==> config.mk <==
export PLATFORM = sky130hd
export DESIGN_NAME = ast_uart
export DESIGN_NICKNAME = d
export VERILOG_FILES = /design/src/shared/ast_pkg.sv /design/src/shared/ast_rx_if.sv /design/src/hdl/ast_rx_shifter.sv /design/src/hdl/ast_uart.sv
export VERILOG_INCLUDE_DIRS = /design/src /design/src/shared
export SDC_FILE = /design/constraint.sdc
export NUM_CORES = 1
export LEC_CHECK = 0
export BUFFER_PORTS_ARGS = -buffer_cell sky130_fd_sc_hd__buf_2
export CORE_ASPECT_RATIO = 0.7
export CORE_MARGIN = 2
export CORE_UTILIZATION = 40
export CTS_CLUSTER_SIZE = 20
export DETAILED_ROUTE_END_ITERATION = 12
export MAX_ROUTING_LAYER = met4
export PLACE_DENSITY = 0.65
export SLEW_MARGIN = 10
export SYNTH_ARGS = -nofsm -noshare
export SYNTH_HDL_FRONTEND = slang
export SYNTH_SLANG_ARGS = --single-unit
export TNS_END_PERCENT = 50
==> constraint.sdc <==
create_clock -name clk -period 4.8 [get_ports clk]
set_clock_uncertainty 0.2 [all_clocks]
set_input_delay 0.48 -clock clk [delete_from_list [all_inputs] [get_ports clk]]
set_output_delay 0.48 -clock clk [all_outputs]
set_load 0.02 [all_outputs]
==> src/shared/ast_consts.svh <==
// register map, field positions, reset values and timing counts of the serial transceiver
`ifndef AST_CONSTS_SVH
`define AST_CONSTS_SVH

// ****************************************
// register offsets
// ****************************************
`define AST_OFS_INTCTL  8'h0b
`define AST_OFS_FLAGS   8'h0c
`define AST_OFS_RXSTAT  8'h18
`define AST_OFS_TXDATA  8'h19
`define AST_OFS_RXDATA  8'h1a
`define AST_OFS_ENABLES 8'h8c
`define AST_OFS_TXSTAT  8'h98
`define AST_OFS_DIVISOR 8'h99

// ****************************************
// field positions
// ****************************************
`define AST_INT_GLOBAL  7
`define AST_INT_PERIPH  6
`define AST_FLG_RXAVAIL 5
`define AST_FLG_TXEMPTY 4
`define AST_RX_PORTEN   7
`define AST_RX_NINE     6
`define AST_RX_CONT     4
`define AST_RX_FRAMING  2
`define AST_RX_OVERRUN  1
`define AST_RX_BIT9     0
`define AST_TX_CLKSRC   7
`define AST_TX_NINE     6
`define AST_TX_ENABLE   5
`define AST_TX_SYNC     4
`define AST_TX_HISPEED  2
`define AST_TX_SHEMPTY  1
`define AST_TX_BIT9     0

// ****************************************
// reset values
// ****************************************
`define AST_RST_BYTE    8'h00
`define AST_RST_TXSTAT  8'h02

// ****************************************
// timing counts
// ****************************************
`define AST_BIT_LAST    4'hf
`define AST_MID_BIT     4'h7
`define AST_PRE_LAST    2'h3
`define AST_LAST8       4'h7
`define AST_LAST9       4'h8

`endif

==> src/shared/ast_pkg.sv <==
// types shared by the serial transceiver modules
package ast_pkg;
    typedef enum logic [1:0] {TX_IDLE, TX_START, TX_DATA, TX_STOP} ast_tx_state_t;
    typedef enum logic [1:0] {RX_IDLE, RX_START, RX_DATA, RX_STOP} ast_rx_state_t;
    typedef struct packed {
        logic       framing;
        logic       bit9;
        logic [7:0] data;
    } ast_rx_entry_t;
endpackage

==> src/shared/ast_rx_if.sv <==
// link between the register/fifo logic and the receive shifter
`timescale 1ns/1ps
`default_nettype none
interface ast_rx_if;
    logic       sampleTick;
    logic       rxLevel;
    logic       rxRun;
    logic       nineBit;
    logic       wordDone;
    logic [8:0] wordData;
    logic       stopBit;
    modport ctrl (output sampleTick, output rxLevel, output rxRun, output nineBit,
                  input wordDone, input wordData, input stopBit);
    modport rcv  (input sampleTick, input rxLevel, input rxRun, input nineBit,
                  output wordDone, output wordData, output stopBit);
endinterface
`default_nettype wire

==> src/hdl/ast_rx_shifter.sv <==
// receive data recovery and shift register, oversampled sixteen times per bit
`timescale 1ns/1ps
`default_nettype none
`include "ast_consts.svh"
module ast_rx_shifter
    import ast_pkg::*;
(
    input  wire logic clk,
    input  wire logic rst_n,
    ast_rx_if.rcv     rx
);
    ast_rx_state_t state_reg;
    logic [3:0]    tickCnt_reg;
    logic [3:0]    bitIdx_reg;
    logic [8:0]    shift_reg;
    logic          midBit;
    logic          bitEnd;
    logic [3:0]    lastIdx;

    assign midBit  = rx.sampleTick && tickCnt_reg == `AST_MID_BIT;
    assign bitEnd  = rx.sampleTick && tickCnt_reg == `AST_BIT_LAST;
    assign lastIdx = rx.nineBit ? `AST_LAST9 : `AST_LAST8;

    // ****************************************
    // oversampling state machine
    // ****************************************
    // x16 sampling
    always_ff @(posedge clk or negedge rst_n) begin
        if (!rst_n) begin
            state_reg   <= RX_IDLE;
            tickCnt_reg <= 4'h0;
            bitIdx_reg  <= 4'h0;
            shift_reg   <= 9'h000;
            rx.wordDone <= 1'b0;
            rx.wordData <= 9'h000;
            rx.stopBit  <= 1'b1;
        end else begin
            rx.wordDone <= 1'b0;
            if (rx.sampleTick) begin
                tickCnt_reg <= tickCnt_reg + 4'h1;
            end
            if (!rx.rxRun) begin
                state_reg <= RX_IDLE;
            end else begin
                case (state_reg)
                    RX_IDLE: begin
                        if (rx.sampleTick && !rx.rxLevel) begin
                            state_reg   <= RX_START;
                            tickCnt_reg <= 4'h1;
                        end
                    end
                    RX_START: begin
                        // a start edge that is gone by mid bit is treated as a glitch
                        if (midBit) begin
                            state_reg   <= rx.rxLevel ? RX_IDLE : RX_DATA;
                            tickCnt_reg <= 4'h0;
                            bitIdx_reg  <= 4'h0;
                        end
                    end
                    RX_DATA: begin
                        // lsb first, 8 or 9 bits
                        if (bitEnd) begin
                            shift_reg  <= rx.nineBit ? {rx.rxLevel, shift_reg[8:1]}
                                                     : {1'b0, rx.rxLevel, shift_reg[7:1]};
                            bitIdx_reg <= bitIdx_reg + 4'h1;
                            if (bitIdx_reg == lastIdx) begin
                                state_reg <= RX_STOP;
                            end
                        end
                    end
                    RX_STOP: begin
                        if (bitEnd) begin
                            state_reg   <= RX_IDLE;
                            rx.wordDone <= 1'b1;
                            rx.wordData <= shift_reg;
                            rx.stopBit  <= rx.rxLevel;
                        end
                    end
                    default: state_reg <= RX_IDLE;
                endcase
            end
        end
    end
endmodule
`default_nettype wire

==> src/hdl/ast_uart.sv <==
// asynchronous serial transceiver: registers, baud generator, transmitter, receive fifo
`timescale 1ns/1ps
`default_nettype none
`include "ast_consts.svh"

// Summary of operation
// - setting transmit enable also sets the transmit buffer empty flag
// - writing transmit data while enabled starts a frame
// - receiver samples line at sixteen times the bit rate
// - reception runs only while continuous receive enable, bit 4, is set
// - after stop bit, received word moves to fifo if room
// - word in fifo sets receive-data-available flag, bit 5
// - receive-data-available is read-only, cleared only when fifo emptied
// - receive data is a two-entry fifo read in order
// - fifo full at third stop bit sets overrun, bit 1, word dropped
// - overrun blocks all further moves into the fifo
// - overrun cleared by clearing continuous receive or port enable
// - low stop bit sets framing error, bit 2
// - framing error and ninth bit travel with each fifo entry
// - frame is start, 8 or 9 data bits lsb first, stop
// - baud generator runs at 64x bit rate, or 16x when high-speed
// - shifter loads after previous stop bit; load sets buffer-empty flag
// - clearing transmit enable aborts frame and releases transmit pin
module ast_uart
    import ast_pkg::*;
(
    input  wire logic       clk,
    input  wire logic       rst_n,
    input  wire logic [7:0] regAddr,
    input  wire logic [7:0] regWrData,
    input  wire logic       regWr,
    input  wire logic       regRd,
    output logic      [7:0] regRdData,
    input  wire logic       rxPin,
    output logic            txPinOut,
    output logic            txPinOe
);
    ast_rx_if rxIf ();

    // ****************************************
    // software registers
    // ****************************************
    logic [7:0]    divisor_reg;
    logic [1:0]    intCtl_reg;
    logic          rxIrqEn_reg;
    logic          txIrqEn_reg;
    logic          portEn_reg;
    logic          nineRx_reg;
    logic          contRx_reg;
    logic          clkSrc_reg;
    logic          nineTx_reg;
    logic          tx_enable_reg;
    logic          sync_reg;
    logic          hiSpeed_reg;
    logic          bit9Tx_reg;
    logic [7:0]    txBuf_reg;
    logic          txBufFull_reg;
    logic          txFlag_reg;
    logic          overrun_reg;

    logic          wrTxStat;
    logic          wrTxData;
    logic          txEnRise;

    assign wrTxStat = regWr && regAddr == `AST_OFS_TXSTAT;
    assign wrTxData = regWr && regAddr == `AST_OFS_TXDATA;
    assign txEnRise = wrTxStat && regWrData[`AST_TX_ENABLE] && !tx_enable_reg;

    always_ff @(posedge clk or negedge rst_n) begin
        if (!rst_n) begin
            divisor_reg <= `AST_RST_BYTE;
            intCtl_reg  <= 2'b00;
            rxIrqEn_reg <= 1'b0;
            txIrqEn_reg <= 1'b0;
            portEn_reg  <= 1'b0;
            nineRx_reg  <= 1'b0;
            contRx_reg  <= 1'b0;
            clkSrc_reg  <= 1'b0;
            nineTx_reg  <= 1'b0;
            tx_enable_reg    <= 1'b0;
            sync_reg    <= 1'b0;
            hiSpeed_reg <= 1'b0;
            bit9Tx_reg  <= 1'b0;
            txBuf_reg   <= `AST_RST_BYTE;
        end else if (regWr) begin
            case (regAddr)
                `AST_OFS_DIVISOR: divisor_reg <= regWrData;
                `AST_OFS_INTCTL: begin
                    intCtl_reg <= {regWrData[`AST_INT_GLOBAL], regWrData[`AST_INT_PERIPH]};
                end
                `AST_OFS_ENABLES: begin
                    rxIrqEn_reg <= regWrData[`AST_FLG_RXAVAIL];
                    txIrqEn_reg <= regWrData[`AST_FLG_TXEMPTY];
                end
                `AST_OFS_RXSTAT: begin
                    portEn_reg <= regWrData[`AST_RX_PORTEN];
                    nineRx_reg <= regWrData[`AST_RX_NINE];
                    contRx_reg <= regWrData[`AST_RX_CONT];
                end
                `AST_OFS_TXSTAT: begin
                    clkSrc_reg  <= regWrData[`AST_TX_CLKSRC];
                    nineTx_reg  <= regWrData[`AST_TX_NINE];
                    tx_enable_reg    <= regWrData[`AST_TX_ENABLE];
                    sync_reg    <= regWrData[`AST_TX_SYNC];
                    hiSpeed_reg <= regWrData[`AST_TX_HISPEED];
                    bit9Tx_reg  <= regWrData[`AST_TX_BIT9];
                end
                `AST_OFS_TXDATA: txBuf_reg <= regWrData;
                default: ;
            endcase
        end
    end

    // ****************************************
    // receive pin synchroniser
    // ****************************************
    logic [2:0] rxSync_reg;
    logic       rxLevel_reg;

    always_ff @(posedge clk or negedge rst_n) begin
        if (!rst_n) begin
            rxSync_reg  <= 3'b111;
            rxLevel_reg <= 1'b1;
        end else begin
            rxSync_reg <= {rxSync_reg[1:0], rxPin};
            // only a level that two stages agree on is taken
            if (rxSync_reg[1] == rxSync_reg[2]) begin
                rxLevel_reg <= rxSync_reg[2];
            end
        end
    end

    // ****************************************
    // baud rate generator
    // ****************************************
    logic [7:0] brgCnt_reg;
    logic [1:0] preCnt_reg;
    logic       brgTick;
    logic       sampleTick;

    assign brgTick = portEn_reg && brgCnt_reg == 8'h00;
    // x16 of bit rate: every fourth baud tick, or every baud tick when high-speed
    assign sampleTick = brgTick && (hiSpeed_reg || preCnt_reg == `AST_PRE_LAST);

    always_ff @(posedge clk or negedge rst_n) begin
        if (!rst_n) begin
            brgCnt_reg <= `AST_RST_BYTE;
            preCnt_reg <= 2'h0;
        end else if (!portEn_reg || brgCnt_reg == 8'h00) begin
            // reload while the port is off keeps a divisor change from waiting out a stale count
            brgCnt_reg <= divisor_reg;
            if (brgTick) begin
                preCnt_reg <= preCnt_reg + 2'h1;
            end
        end else begin
            brgCnt_reg <= brgCnt_reg - 8'h01;
        end
    end

    // ****************************************
    // transmitter
    // ****************************************
    ast_tx_state_t txState_reg;
    logic [3:0]    txTick_reg;
    logic [3:0]    txIdx_reg;
    logic [8:0]    txShift_reg;
    logic          txNine_reg;
    logic          txRun;
    logic          txLoad;
    logic          txBitEnd;

    assign txRun    = portEn_reg && tx_enable_reg && !sync_reg;
    assign txLoad   = txRun && txState_reg == TX_IDLE && txBufFull_reg;
    assign txBitEnd = sampleTick && txTick_reg == `AST_BIT_LAST;
    assign txPinOe  = txRun;

    always_ff @(posedge clk or negedge rst_n) begin
        if (!rst_n) begin
            txBufFull_reg <= 1'b0;
            txFlag_reg    <= 1'b0;
        end else begin
            // a new word occupies the buffer even if the old one leaves this cycle
            txBufFull_reg <= wrTxData || (txBufFull_reg && !txLoad);
            if (wrTxData) begin
                txFlag_reg <= 1'b0;
            end else if (txEnRise || txLoad) begin
                txFlag_reg <= 1'b1;
            end
        end
    end

    always_ff @(posedge clk or negedge rst_n) begin
        if (!rst_n) begin
            txState_reg <= TX_IDLE;
            txTick_reg  <= 4'h0;
            txIdx_reg   <= 4'h0;
            txShift_reg <= 9'h000;
            txNine_reg  <= 1'b0;
            txPinOut    <= 1'b1;
        end else if (!txRun) begin
            txState_reg <= TX_IDLE;
            txPinOut    <= 1'b1;
        end else begin
            if (sampleTick) begin
                txTick_reg <= txTick_reg + 4'h1;
            end
            case (txState_reg)
                TX_IDLE: begin
                    if (txLoad) begin
                        txShift_reg <= {bit9Tx_reg, txBuf_reg};
                        txNine_reg  <= nineTx_reg;
                        txTick_reg  <= 4'h0;
                        txPinOut    <= 1'b0;
                        txState_reg <= TX_START;
                    end
                end
                TX_START: begin
                    if (txBitEnd) begin
                        txPinOut    <= txShift_reg[0];
                        txIdx_reg   <= 4'h0;
                        txState_reg <= TX_DATA;
                    end
                end
                TX_DATA: begin
                    if (txBitEnd) begin
                        txShift_reg <= {1'b0, txShift_reg[8:1]};
                        txIdx_reg   <= txIdx_reg + 4'h1;
                        if (txIdx_reg == (txNine_reg ? `AST_LAST9 : `AST_LAST8)) begin
                            txPinOut    <= 1'b1;
                            txState_reg <= TX_STOP;
                        end else begin
                            txPinOut <= txShift_reg[1];
                        end
                    end
                end
                TX_STOP: begin
                    if (txBitEnd) begin
                        txState_reg <= TX_IDLE;
                    end
                end
                default: txState_reg <= TX_IDLE;
            endcase
        end
    end

    // ****************************************
    // receive path and fifo
    // ****************************************
    ast_rx_entry_t fifo_reg [2];
    logic [1:0]    rxCount_reg;
    logic          rxWrPtr_reg;
    logic          rxRdPtr_reg;
    logic          rxPush;
    logic          rxPop;
    logic          rxOverrun;
    ast_rx_entry_t rxHead;

    assign rxIf.sampleTick = sampleTick;
    assign rxIf.rxLevel    = rxLevel_reg;
    assign rxIf.rxRun      = portEn_reg && contRx_reg && !sync_reg;
    assign rxIf.nineBit    = nineRx_reg;

    ast_rx_shifter u_rx (
        .clk   (clk),
        .rst_n (rst_n),
        .rx    (rxIf.rcv)
    );

    assign rxPush    = rxIf.wordDone && !overrun_reg && rxCount_reg != 2'h2;
    assign rxOverrun = rxIf.wordDone && !overrun_reg && rxCount_reg == 2'h2;
    assign rxPop     = regRd && regAddr == `AST_OFS_RXDATA && rxCount_reg != 2'h0;
    assign rxHead    = fifo_reg[rxRdPtr_reg];

    for (genvar e = 0; e < 2; e++) begin : g_fifo
        always_ff @(posedge clk or negedge rst_n) begin
            if (!rst_n) begin
                fifo_reg[e] <= '0;
            end else if (rxPush && rxWrPtr_reg == 1'(e)) begin
                fifo_reg[e].data    <= rxIf.wordData[7:0];
                fifo_reg[e].bit9    <= rxIf.wordData[8];
                fifo_reg[e].framing <= !rxIf.stopBit;
            end
        end
    end

    always_ff @(posedge clk or negedge rst_n) begin
        if (!rst_n) begin
            rxCount_reg <= 2'h0;
            rxWrPtr_reg <= 1'b0;
            rxRdPtr_reg <= 1'b0;
        end else begin
            rxCount_reg <= rxCount_reg + {1'b0, rxPush} - {1'b0, rxPop};
            if (rxPush) begin
                rxWrPtr_reg <= !rxWrPtr_reg;
            end
            if (rxPop) begin
                rxRdPtr_reg <= !rxRdPtr_reg;
            end
        end
    end

    always_ff @(posedge clk or negedge rst_n) begin
        if (!rst_n) begin
            overrun_reg <= 1'b0;
        end else if (!contRx_reg || !portEn_reg) begin
            overrun_reg <= 1'b0;
        end else if (rxOverrun) begin
            overrun_reg <= 1'b1;
        end
    end

    // ****************************************
    // read data, one cycle after the strobe
    // ****************************************
    logic [7:0] rdMux;

    always_comb begin
        rdMux = 8'h00;
        case (regAddr)
            `AST_OFS_INTCTL: begin
                rdMux[`AST_INT_GLOBAL] = intCtl_reg[1];
                rdMux[`AST_INT_PERIPH] = intCtl_reg[0];
            end
            `AST_OFS_FLAGS: begin
                rdMux[`AST_FLG_RXAVAIL] = rxCount_reg != 2'h0;
                rdMux[`AST_FLG_TXEMPTY] = txFlag_reg;
            end
            `AST_OFS_ENABLES: begin
                rdMux[`AST_FLG_RXAVAIL] = rxIrqEn_reg;
                rdMux[`AST_FLG_TXEMPTY] = txIrqEn_reg;
            end
            `AST_OFS_RXSTAT: begin
                rdMux[`AST_RX_PORTEN]  = portEn_reg;
                rdMux[`AST_RX_NINE]    = nineRx_reg;
                rdMux[`AST_RX_CONT]    = contRx_reg;
                rdMux[`AST_RX_FRAMING] = rxHead.framing;
                rdMux[`AST_RX_OVERRUN] = overrun_reg;
                rdMux[`AST_RX_BIT9]    = rxHead.bit9;
            end
            `AST_OFS_TXSTAT: begin
                rdMux[`AST_TX_CLKSRC]  = clkSrc_reg;
                rdMux[`AST_TX_NINE]    = nineTx_reg;
                rdMux[`AST_TX_ENABLE]  = tx_enable_reg;
                rdMux[`AST_TX_SYNC]    = sync_reg;
                rdMux[`AST_TX_HISPEED] = hiSpeed_reg;
                rdMux[`AST_TX_SHEMPTY] = txState_reg == TX_IDLE;
                rdMux[`AST_TX_BIT9]    = bit9Tx_reg;
            end
            `AST_OFS_TXDATA:  rdMux = txBuf_reg;
            `AST_OFS_RXDATA:  rdMux = rxHead.data;
            `AST_OFS_DIVISOR: rdMux = divisor_reg;
            default:          rdMux = 8'h00;
        endcase
    end

    always_ff @(posedge clk or negedge rst_n) begin
        if (!rst_n) begin
            regRdData <= 8'h00;
        end else if (regRd) begin
            regRdData <= rdMux;
        end else begin
            regRdData <= 8'h00;
        end
    end
endmodule
`default_nettype wire

==> flow_summary.toml <==
[status]
outcome = "completed"

[route]
antenna_left = 0
via_per_inst = 5.50
vias = 4282
finalWirelength_microns = 13900
wl_per_cell_microns = 17.8
remaining_drc_errors = 0
drt_pass1_iterations = 5
drtIter0Drc = 321

[logic_synthesis]
synth_commonest_cells = "dfrtp_1 (123), mux2_2 (86), nand2_1 (68), nor2_1 (23), o21ai_0 (23)"
syn_nets = 574
ys_seq_area_frac = 0.521
synth_area_sq_um = 6210
synth-seq-cells = 129
syn_inst = 536
synth.distinct_cells = 61
yosysTopAreaCellShare = 0.495
avgSynthCellArea_sq_um = 11.6
synth_most_common_cell = "dfrtp_1"
yosysWarnings = 0
ys.flop_type = "dfrtp_1"
synth_largest_area_cell = "dfrtp_1"
yosys-top-cells-area = "dfrtp_1 (50%), mux2_2 (16%), nand2_1 (4.1%)"
synthArstFlopShare = 1.00
synth_edf_count = 0

[clocking]
cts_root_buf = "clkbuf_16"
htreeDepth = 4
clock_latency_ns = 0.42
postCtsSetupBuffers = 0
cts_tree = "built"
cts_made_buffers = 17
clock_sinks = 129
clk_pin_slew_ns = 0.06
clockBufferDepth = 2
post_cts_resized = 0
hold_buffers = 2

[sta]
period_share = 0.639
fmax_mhz = 326
slew_violations = 0
relSlewSlack = 0.365
period_needed_ns = 3.07
rsz0062_at_grt = "no"
timing.final.ws_setup_ns = 1.73
hold_violations = 0
setup_viol = 0
finalSetupTns_ns = 0
tightest_slew_ns = 0.949

[power]
p_per_area_nw_per_um2 = 359
finalPower_w = 0.00255
power_leakage_nw = 3.37
ir_drop_uv = 226

[placed_design]
io_buffers = 30
place_ws_ns = 1.37
hpwl_microns = 9870
gp_congestion = 0.811

[worst_setup_path]
rr_worst_depth = 7
critPathRequiredTime_ns = 4.94
path_class = "flip-flop to flip-flop"
reg2reg_to = "txState_reg[0]"
path_max_fanout = 8
end_kind = "flip-flop"
reg2reg_from = "brgCnt_reg[0]"
start_kind = "flip-flop"
worst_ep_arrival_time_ns = 3.21
r2r_slack_ns = 1.73

[hold_path]
worstHoldPathType = "primary input to flip-flop"
hp-start = "regWrData[3]"
whs_path_depth = 2
min_to = "txBuf_reg[3]"

[floorplan]
fp.dieW_microns = 153
io_pins = 31
row_count = 38
fp.coreArea_sq_um = 15400
dieArea_sq_um = 16600
dieHeight_microns = 108
start_util = 0.405

[global_route]
grt_max_degree = 54
antenna_found_initial = 0
grt_pass1_wl_microns = 23000
grt_use_total = 0.185
grt.overflow.total = 0
grt_pass1_vias = 4321

[run]
maxCapViolCount = 0

[layout]
area_growth_pct = 14.4
nets = 604
drive_gt1_frac = 0.295
largest_reg_flops = 20
antenna_cells = 0
==> routing by layer <==
layer / wire [microns] / track usage / vias up / share of wire
met4: 127 / 0.0476 / 0 / 0.0092
li1: - / - / 1992 / -
met5: 0 / - / - / 0
met1: 6700 / 0.250 / 2157 / 0.48
met3: 701 / 0.0513 / 17 / 0.051
met2: 6340 / 0.277 / 116 / 0.46
==> kinds of logic (layout without fill, tap and decap cells) <==
kind of cell / count (synthesis) / after routing / synth area share
flops: 129 / 129 / 0.521
simple gates: 160 / 160 / 0.132
xor+xnor: 15 / 15 / 0.0211
buf+inv: 37 / 80 / 0.0248
mux: 96 / 96 / 0.174
compound gates: 81 / 81 / 0.0916
fa+ha+maj: 18 / 18 / 0.0359
==> critical path: stages, from the launching register on <==
cell and delay (ns):
dfrtp_1 0.38, inv_1 0.10, ha_1 0.14, or3b_2 0.58
nor3_1 0.69, a21oi_1 0.14, o31ai_1 0.50, mux2i_1 0.24
==> layout by cell type, fill, tap and decap left out, types with 4 or more instances in the layout <==
cell and count:
o31ai_1 5, xor2_1 7, xnor2_1 8, clkbuf_16 17, mux2i_1 9, nor3_1 7, o21ai_0 23, mux2_2 86
dfstp_2 6, dfrtp_1 123, a21oi_1 11, a22oi_1 5, nor2b_1 5, ha_1 17, nor2_1 23, inv_1 14
a222oi_1 5, and3_1 4, a22o_1 8, nand2_1 68, buf_2 29, inv_6 4, nand3_1 14
==> worst max path at each step <==
stage	from	to	slack, ns	depth (start not counted)
after floorplan	regAddr[5]	rxCount_reg[1]	1.73	10
after global placement	regAddr[5]	rxCount_reg[1]	1.54	10
after detailed placement	regAddr[5]	rxCount_reg[1]	1.37	10
after CTS	regAddr[5]	rxCount_reg[1]	1.80	10
after global routing	brgCnt_reg[0]	txState_reg[0]	1.53	7
final	brgCnt_reg[0]	txState_reg[0]	1.73	7
==> stage by stage <==
step           utilization  hold WS (ns)  area, sq um  instances
6_report             0.463         0.115         7110        779
3_5_place_dp         0.425         0.148         6530        745
2_1_floorplan            -       -0.0156         6210        536
5_1_grt              0.463        0.0988         7110        779
3_3_place_gp         0.425         0.148         6530        745
4_1_cts              0.463         0.107         7110        779
==> final cells by class <==
| class | count | area [sq um] |
|---|---|---|
| fillers | 1390 | 8250 |
| repair buffers | 34 | 188 |
| inverters | 14 | 52.6 |
| well taps | 200 | 250 |
| multi-input cells | 370 | 2820 |
| clock buffers | 18 | 429 |
| clock inverters | 14 | 131 |
| flip-flops and latches | 129 | 3240 |
==> power by group <==
| group | leakage (nW) | internal (W) | total, W | switching, W |
|---|---|---|---|---|
| sequential | 1.76 | 0.00112 | 0.00116 | 0.0000382 |
| clock | 0.269 | 0.000719 | 0.00123 | 0.000509 |
| combinational | 1.34 | 0.0000683 | 0.000160 | 0.0000916 |
No activity file was read; power rests on OpenSTA's default activity.
